===== src/core/pclc_defs.vh =====
`ifndef PCLC_DEFS_VH
`define PCLC_DEFS_VH

// Register offsets (12-bit byte addresses)
`define PCLC_OFS_PC_LOW   12'h002
`define PCLC_OFS_LATCH    12'h00A
`define PCLC_OFS_STAT_SH  12'hFE4
`define PCLC_OFS_WREG_SH  12'hFE5
`define PCLC_OFS_BSR_SH   12'hFE6
`define PCLC_OFS_LATH_SH  12'hFE7
`define PCLC_OFS_P0L_SH   12'hFE8
`define PCLC_OFS_P0H_SH   12'hFE9
`define PCLC_OFS_P1L_SH   12'hFEA
`define PCLC_OFS_P1H_SH   12'hFEB
`define PCLC_OFS_STK_PTR  12'hFED
`define PCLC_OFS_TOP_LO   12'hFEE
`define PCLC_OFS_TOP_HI   12'hFEF

// Field widths
`define PCLC_PC_W         15
`define PCLC_PC_HI_W      7
`define PCLC_SP_W         5
`define PCLC_STAT_W       3
`define PCLC_BSR_W        5

// Reset values
`define PCLC_PC_RST       15'h0000
`define PCLC_SP_RST       5'h1F
`define PCLC_LATCH_RST    7'h00

`endif


===== src/core/pclc_shadow.v =====
`timescale 1ns/1ps
`include "pclc_defs.vh"

// Context shadow bank; no reset so contents survive every reset
module pclc_shadow
(
    input  wire        clk,      // Core clock
    input  wire        save,     // Capture live context
    input  wire [7:0]  live_w,   // Live working register
    input  wire [2:0]  live_st,  // Live status flags
    input  wire [4:0]  live_bsr, // Live bank select
    input  wire [6:0]  live_lat, // Live page latch
    input  wire [15:0] live_p0,  // Live pointer 0
    input  wire [15:0] live_p1,  // Live pointer 1
    input  wire        wr,       // Software write strobe
    input  wire [11:0] addr,     // Software address
    input  wire [7:0]  wdata,    // Software write data
    output reg  [7:0]  rdata,    // Combinational read value
    output reg         hit       // Address is a shadow register
);
    reg [7:0] sh_q [0:7];
    wire      in_range;
    wire [2:0] idx;

    assign in_range = (addr >= `PCLC_OFS_STAT_SH) && (addr <= `PCLC_OFS_P1H_SH);
    assign idx      = addr[2:0] - 3'h4;

    // No reset branch: unknown at power-on, unchanged on later resets
    always @(posedge clk)
    begin
        if (save)
        begin
            sh_q[0] <= {5'h00, live_st};
            sh_q[1] <= live_w;
            sh_q[2] <= {3'h0, live_bsr};
            sh_q[3] <= {1'b0, live_lat};
            sh_q[4] <= live_p0[7:0];
            sh_q[5] <= live_p0[15:8];
            sh_q[6] <= live_p1[7:0];
            sh_q[7] <= live_p1[15:8];
        end
        else if (wr && in_range)
        begin
            sh_q[idx] <= wdata;
        end
    end

    always @*
    begin
        hit   = in_range;
        rdata = 8'h00;
        if (in_range)
        begin
            case (idx)
                3'h0:    rdata = {5'h00, sh_q[0][2:0]};
                3'h2:    rdata = {3'h0, sh_q[2][4:0]};
                3'h3:    rdata = {1'b0, sh_q[3][6:0]};
                default: rdata = sh_q[idx];
            endcase
        end
    end
endmodule


===== src/core/pclc_stack.v =====
`timescale 1ns/1ps
`include "pclc_defs.vh"

// Stack pointer plus top-of-stack window onto the return stack
module pclc_stack
#(
    parameter DEPTH = 16                // Stack levels
)
(
    input  wire        clk,             // Core clock
    input  wire        rst_n,           // Async reset, active low
    input  wire        wr,              // Software write strobe
    input  wire [11:0] addr,            // Software address
    input  wire [7:0]  wdata,           // Software write data
    output reg  [7:0]  rdata,           // Combinational read value
    output reg         hit,             // Address is a stack register
    output wire [4:0]  sp               // Current stack pointer
);
    reg [4:0]  sp_q;
    reg [14:0] mem_q [0:DEPTH-1];
    wire [3:0] slot;

    assign sp   = sp_q;
    assign slot = sp_q[3:0];

    // Five bits so 0x1F (empty) and 0x10 (overflow) are distinct
    always @(posedge clk or negedge rst_n)
    begin
        if (!rst_n)
            sp_q <= `PCLC_SP_RST;
        else if (wr && addr == `PCLC_OFS_STK_PTR)
            sp_q <= wdata[4:0];
    end

    always @(posedge clk)
    begin
        if (wr && addr == `PCLC_OFS_TOP_LO)
            mem_q[slot] <= {mem_q[slot][14:8], wdata};
        else if (wr && addr == `PCLC_OFS_TOP_HI)
            mem_q[slot] <= {wdata[6:0], mem_q[slot][7:0]};
    end

    always @*
    begin
        hit   = 1'b1;
        rdata = 8'h00;
        case (addr)
            `PCLC_OFS_STK_PTR: rdata = {3'h0, sp_q};
            `PCLC_OFS_TOP_LO:  rdata = mem_q[slot][7:0];
            `PCLC_OFS_TOP_HI:  rdata = {1'b0, mem_q[slot][14:8]};
            default:           hit   = 1'b0;
        endcase
    end
endmodule


===== src/core/pclc_top.v =====
`timescale 1ns/1ps
`include "pclc_defs.vh"

//Contract
// - The program counter is a 15-bit register made of an 8-bit low part and a 7-bit high part.
// - Software can read and write the low eight counter bits as a register.
// - The upper counter bits have no direct access and are loaded only from the page latch; the code also changes them by carry on a fetch increment.
// - Every reset clears the whole program counter to zero.
// - A write to the low counter register also copies the page latch into the upper seven bits.
// - After a low-register write the counter equals page latch bits joined with the written byte.
// - Shadow copies of context registers are unknown at power-on and kept across other resets.
// - The stack pointer is five bits wide so overflow and underflow show in its value.
module pclc_top
(
    input  wire        clk,          // Core clock, 250 MHz
    input  wire        rst_n,        // Async reset, active low
    input  wire        fetch,        // One instruction fetched
    input  wire        ctx_save,     // Capture context into shadows
    input  wire [7:0]  live_w,       // Live working register
    input  wire [2:0]  live_st,      // Live status flags
    input  wire [4:0]  live_bsr,     // Live bank select
    input  wire [15:0] live_p0,      // Live pointer 0
    input  wire [15:0] live_p1,      // Live pointer 1
    input  wire [11:0] reg_addr,     // Register address
    input  wire [7:0]  reg_wdata,    // Register write data
    input  wire        reg_wr,       // Write strobe
    input  wire        reg_rd,       // Read strobe
    output reg  [7:0]  reg_rdata,    // Read data, cycle after strobe
    output reg  [14:0] prog_count,   // Full program counter
    output reg  [6:0]  page_latch,   // Page latch value
    output reg  [4:0]  stack_ptr     // Stack pointer value
);
    reg  [7:0] prog_count_low_q;
    reg  [6:0] prog_count_high_q;
    reg  [6:0] page_latch_q;
    reg  [7:0] rdata_d;
    wire       wr_low;
    wire       wr_lat;
    wire [7:0] sh_rdata;
    wire       sh_hit;
    wire [7:0] stk_rdata;
    wire       stk_hit;
    wire [4:0] sp;

    assign wr_low = reg_wr && (reg_addr == `PCLC_OFS_PC_LOW);
    assign wr_lat = reg_wr && (reg_addr == `PCLC_OFS_LATCH);

    function [14:0] pclc_inc;
        input [14:0] pc;
        begin
            pclc_inc = pc + 15'h0001;
        end
    endfunction

    always @(posedge clk or negedge rst_n)
    begin
        if (!rst_n)
            page_latch_q <= `PCLC_LATCH_RST;
        else if (wr_lat)
            page_latch_q <= reg_wdata[6:0];
    end

    // Low-byte write beats increment when both land in one cycle
    always @(posedge clk or negedge rst_n)
    begin
        if (!rst_n)
        begin
            prog_count_low_q  <= 8'h00;
            prog_count_high_q <= 7'h00;
        end
        else if (wr_low)
        begin
            prog_count_low_q  <= reg_wdata;
            prog_count_high_q <= page_latch_q;
        end
        else if (fetch)
        begin
            {prog_count_high_q, prog_count_low_q} <=
                pclc_inc({prog_count_high_q, prog_count_low_q});
        end
    end

    pclc_shadow u_shadow
    (
        .clk      (clk),
        .save     (ctx_save),
        .live_w   (live_w),
        .live_st  (live_st),
        .live_bsr (live_bsr),
        .live_lat (page_latch_q),
        .live_p0  (live_p0),
        .live_p1  (live_p1),
        .wr       (reg_wr),
        .addr     (reg_addr),
        .wdata    (reg_wdata),
        .rdata    (sh_rdata),
        .hit      (sh_hit)
    );

    pclc_stack #(.DEPTH(16)) u_stack
    (
        .clk   (clk),
        .rst_n (rst_n),
        .wr    (reg_wr),
        .addr  (reg_addr),
        .wdata (reg_wdata),
        .rdata (stk_rdata),
        .hit   (stk_hit),
        .sp    (sp)
    );

    // Upper counter bits deliberately absent from the read map
    always @*
    begin
        rdata_d = 8'h00;
        if (reg_addr == `PCLC_OFS_PC_LOW)
            rdata_d = prog_count_low_q;
        else if (reg_addr == `PCLC_OFS_LATCH)
            rdata_d = {1'b0, page_latch_q};
        else if (sh_hit)
            rdata_d = sh_rdata;
        else if (stk_hit)
            rdata_d = stk_rdata;
    end

    always @(posedge clk or negedge rst_n)
    begin
        if (!rst_n)
        begin
            reg_rdata  <= 8'h00;
            prog_count <= `PCLC_PC_RST;
            page_latch <= `PCLC_LATCH_RST;
            stack_ptr  <= `PCLC_SP_RST;
        end
        else
        begin
            reg_rdata  <= reg_rd ? rdata_d : 8'h00;
            prog_count <= {prog_count_high_q, prog_count_low_q};
            page_latch <= page_latch_q;
            stack_ptr  <= sp;
        end
    end
endmodule


===== config.mk =====
export PLATFORM = sky130hd
export DESIGN_NAME = pclc_top
export DESIGN_NICKNAME = d
export VERILOG_FILES = /design/src/core/pclc_shadow.v /design/src/core/pclc_stack.v /design/src/core/pclc_top.v
export VERILOG_INCLUDE_DIRS = /design/src /design/src/core
export SDC_FILE = /design/constraint.sdc
export NUM_CORES = 1
export LEC_CHECK = 0
export BUFFER_PORTS_ARGS = -buffer_cell sky130_fd_sc_hd__buf_2
export CAP_MARGIN = 20
export CORE_ASPECT_RATIO = 1.25
export CORE_UTILIZATION = 55
export CTS_BUF_LIST = sky130_fd_sc_hd__clkbuf_16
export DETAILED_ROUTE_END_ITERATION = 10
export PLACE_DENSITY = 0.74
export SYNTH_ARGS = -nofsm -noshare
export SYNTH_HDL_FRONTEND = slang
export SYNTH_SLANG_ARGS = --single-unit

===== constraint.sdc =====
create_clock -name clk -period 6.9 [get_ports clk]
set_clock_uncertainty 0.05 [all_clocks]
set_input_delay 1.38 -clock clk [delete_from_list [all_inputs] [get_ports clk]]
set_output_delay 1.38 -clock clk [all_outputs]
set_load 0.01 [all_outputs]

==> summary.txt <==
Synthesis
  • #FFs+latches synth: between 300 and 400
  • Synth Instances: about 900
  • Ys async rst share: 17.37%
  • EDFF count, synth: approximately 300
  • Number of synthesis warnings: 0
  • Post-synth top area share: between 50% and 60%
  • Post-Syn Area per Cell: around 17 sq um
  • Post-synthesis cell area: 0.01505 sq mm
  • Syn nets: 976
  • Synth top area cells: edfxtp_1 59%, mux4_2 9.1%, dfrtp_1 8.6%
  • Seq/Total Area, Yosys: 69.24%
  • Leading area contributor after synthesis: edfxtp_1
  • Yosys cell types: 60
  • Top_reg_cell synth: edfxtp_1

Clock tree
  • Clk_lat worst skew: ~520 ps
  • H-tree depth: 2
  • TritonCTS Buffers: 35
  • Post-CTS Setup Bufs: 0
  • CTS clock-pin slew for the worst setup and hold paths: ~60 ps
  • CTS Buffer Depth: 3
  • Hold_buf cts: 0
  • CTS resizes: 0
  • CTS tree: done
  • Clock root buffer master: clkbuf_16
  • Clk sinks: about 360

Setup path
  • CP Data Required Time: approximately 7100 ps
  • Crit-path max FO: 25
  • Crit. End Element: flop
  • Crit path kind: input pin to flop
  • Critical path arrival: 4480 ps
  • Startpoint Class: input pin

STA
  • Fmax: 232.6 MHz
  • Final hold violations: 0
  • Setup violators final: 0
  • Max-slew violation count: 0
  • Slew Limit Headroom: around 29%
  • Slew @ Worst Pin: around 1100 ps
  • Setup total negative slack: 0 ps
  • Fin crit period: 4299 ps
  • Tcrit/Tclk final: 62.30%
  • RSZ-0062 raised after global routing: no

Die
  • Row cnt: 67
  • Ports: roughly 110
  • Die area: around 0.028 sq mm
  • Initial core utilization: 56.11%
  • Die Span X: 150.0 um
  • Core region area: 0.02683 sq mm
  • Chip Height: ~190 um

Power and ir drop
  • Worst IR drop on VDD: roughly 0.15 mV
  • Pwr/cell area: ~260 mW/mm^2
  • Leakage power: 6.123 nW

Run
  • Max_cap viols: 0

Place
  • Final HPWL DP: 22.80 mm
  • Routability cong.: ~0.94
  • IO Port Bufs: 108
  • DP Area: 0.01597 sq mm

Finish
  • Area of the multi-input gates: around 0.0044 sq mm
  • Reg area: around 0.010 sq mm
  • Layout cells sized above 1: approximately 32%
  • FILL cells: around 1900
  • Design Area, Final: between 0.015 and 0.02 sq mm
  • Area growth from synthesis to layout: 13.62%
  • Antenna diode instance count: 0
  • Final net count: approximately 1100

Outcome
  • Status: finished clean

Drt
  • Drt initial violations: 667
  • First drt pass iteration count: 5
  • Post-route antenna net violation count: 0
  • Drt wl/cell: approximately 25 um
  • Via count: between 8000 and 9000
  • DRC viols: 0
  • Total Wirelength: 34.54 mm
  • Vias per cell: slightly above 6

Hold path
  • Worst min path class: flop to flop

GRT
  • Via count of the first global-routing pass: between 8000 and 9000
  • Initial antenna violation count: 0
  • Largest net degree at the start of global routing: between 60 and 70
  • Remaining Overflow, GRT: 0
  • All-Layer GR Usage: between 20% and 30%
  • Global-route wire length before repair: 51.75 mm
-- state kept, by name, indices dropped and copies added, names as in the netlist --
register / cells
page_latch_q: 7
stack_ptr: 5
u_stack.mem_q: 240
reg_rdata: 8
prog_count: 15
u_shadow.sh_q: 55
prog_count_high_q: 7
page_latch: 7
prog_count_low_q: 8
u_stack.sp: 5
-- per-layer routing --
| layer | vias up | share of wire [%] | global-route usage, % |
|---|---|---|---|
| met5 | - | 0 | 0 |
| met4 | 0 | 3.2 | 9.363 |
| met3 | 77 | 6.5 | 4.146 |
| met2 | 387 | 51 | 43.07 |
| met1 | 4359 | 39 | 32.67 |
| li1 | 3769 | - | - |
-- synthesized netlist by cell type (3+ instances only) --
cell        n
or2_2       3
buf_4       4
nor2b_1    11
a211oi_1    4
mux4_2     61
nor3_1     14
nor4_1      5
clkbuf_1   22
xnor2_1     5
a221oi_1    5
a22o_1      7
dfstp_2    10
a21oi_1    32
nand2b_1   13
buf_1       4
inv_1      12
o21ai_1     4
buf_2      19
and2_1      3
mux2_1     14
xor2_1      9
mux4_1      5
nand3_1    21
a22oi_1     5
nand4_1     5
dfrtp_1    52
nand2_1    59
edfxtp_1  295
o22ai_1     4
mux2i_1    17
and3_1      8
mux2_2     65
nor2_1     50
o21ai_0    23
-- layout by cell type, fill, tap and decap left out, types with 3 or more instances in the layout --
master     synthesis  final
a211oi_1           4      4
a21oi_1           32     32
a221oi_1           5      5
a22o_1             7      7
a22oi_1            5      5
and2_1             3      3
and3_1             8      8
buf_2             19    108
buf_4              4     31
clkbuf_16          0     37
clkinv_1           0      7
clkinv_2           0      8
dfrtp_1           52     52
dfstp_2           10     10
edfxtp_1         295    295
inv_1             12     18
mux2_1            14     14
mux2_2            65     65
mux2i_1           17     17
mux4_1             5      5
mux4_2            61     61
nand2_1           59     59
nand2b_1          13     13
nand3_1           21     21
nand4_1            5      5
nor2_1            50     50
nor2b_1           11     11
nor3_1            14     10
nor3_2             1      5
nor4_1             5      5
o21ai_0           23     15
o21ai_1            4     12
o22ai_1            4      4
or2_2              3      3
xnor2_1            5      5
xor2_1             9      9
-- cell families after synthesis --
| family | after synthesis | synth area share (%) |
|---|---|---|
| compound gates | 94 | 3.840 |
| xor+xnor | 14 | 0.8146 |
| fa+ha+maj | 1 | 0.08311 |
| buf+inv | 63 | 1.986 |
| flops | 357 | 69.24 |
| mux | 162 | 17.04 |
| simple gates | 210 | 6.999 |
-- worst max-delay path, cell delays in order --
cell and delay (ps):
buf_2 430, nand2_1 220, nor3_1 850, nand3_1 290, or3_1 460, nor3_2 590, buf_6 240
-- worst paths after layout --
check	from	slack, ps	end	cells past startpoint
worst max-delay path	reg_addr[2]	2600	u_stack.mem_q[1][6]	7
worst min-delay path	u_stack.sp[4]	340	stack_ptr[4]	0
worst max register to register	u_stack.sp[1]	3110	reg_rdata[4]	7
worst min register to register	u_stack.sp[4]	340	stack_ptr[4]	0
max in group asynchronous	rst_n	5320	reg_rdata[0]	2
min in group asynchronous	rst_n	980	prog_count[13]	2
-- report_power, final --
part | switching (W) | total [W] | internal [W]
combinational | 0.000132 | 0.000231 | 0.0000988
clock | 0.000780 | 0.00175 | 0.000970
sequential | 0.0000539 | 0.00245 | 0.00240
-- layout make-up --
| cell class | instances | share of cell area, % |
|---|---|---|
| clock inverter | 25 | 0.6803 |
| multi-input combinational | 481 | 25.44 |
| timing repair buffer | 142 | 4.740 |
| inverter | 12 | 0.2634 |
| sequential | 357 | 60.94 |
| tap | 345 | 2.524 |
| clock buffer | 37 | 5.413 |
-- through the flow --
step                utilization [%]  cells  hold slack [ps]  total power, W  worst slack [ps]
floorplan                         -    901            301.9        0.002611              2762
global placement              59.54   1327            323.4        0.002717              2054
detailed placement            59.54   1327            326.9        0.002724              1887
CTS                           63.42   1389            335.4        0.004463              2417
global route                  63.76   1399            337.0        0.004568              2358
finish                        63.76   1399            339.1        0.004430              2601
Note: power is estimated with default switching activity, not from simulation.
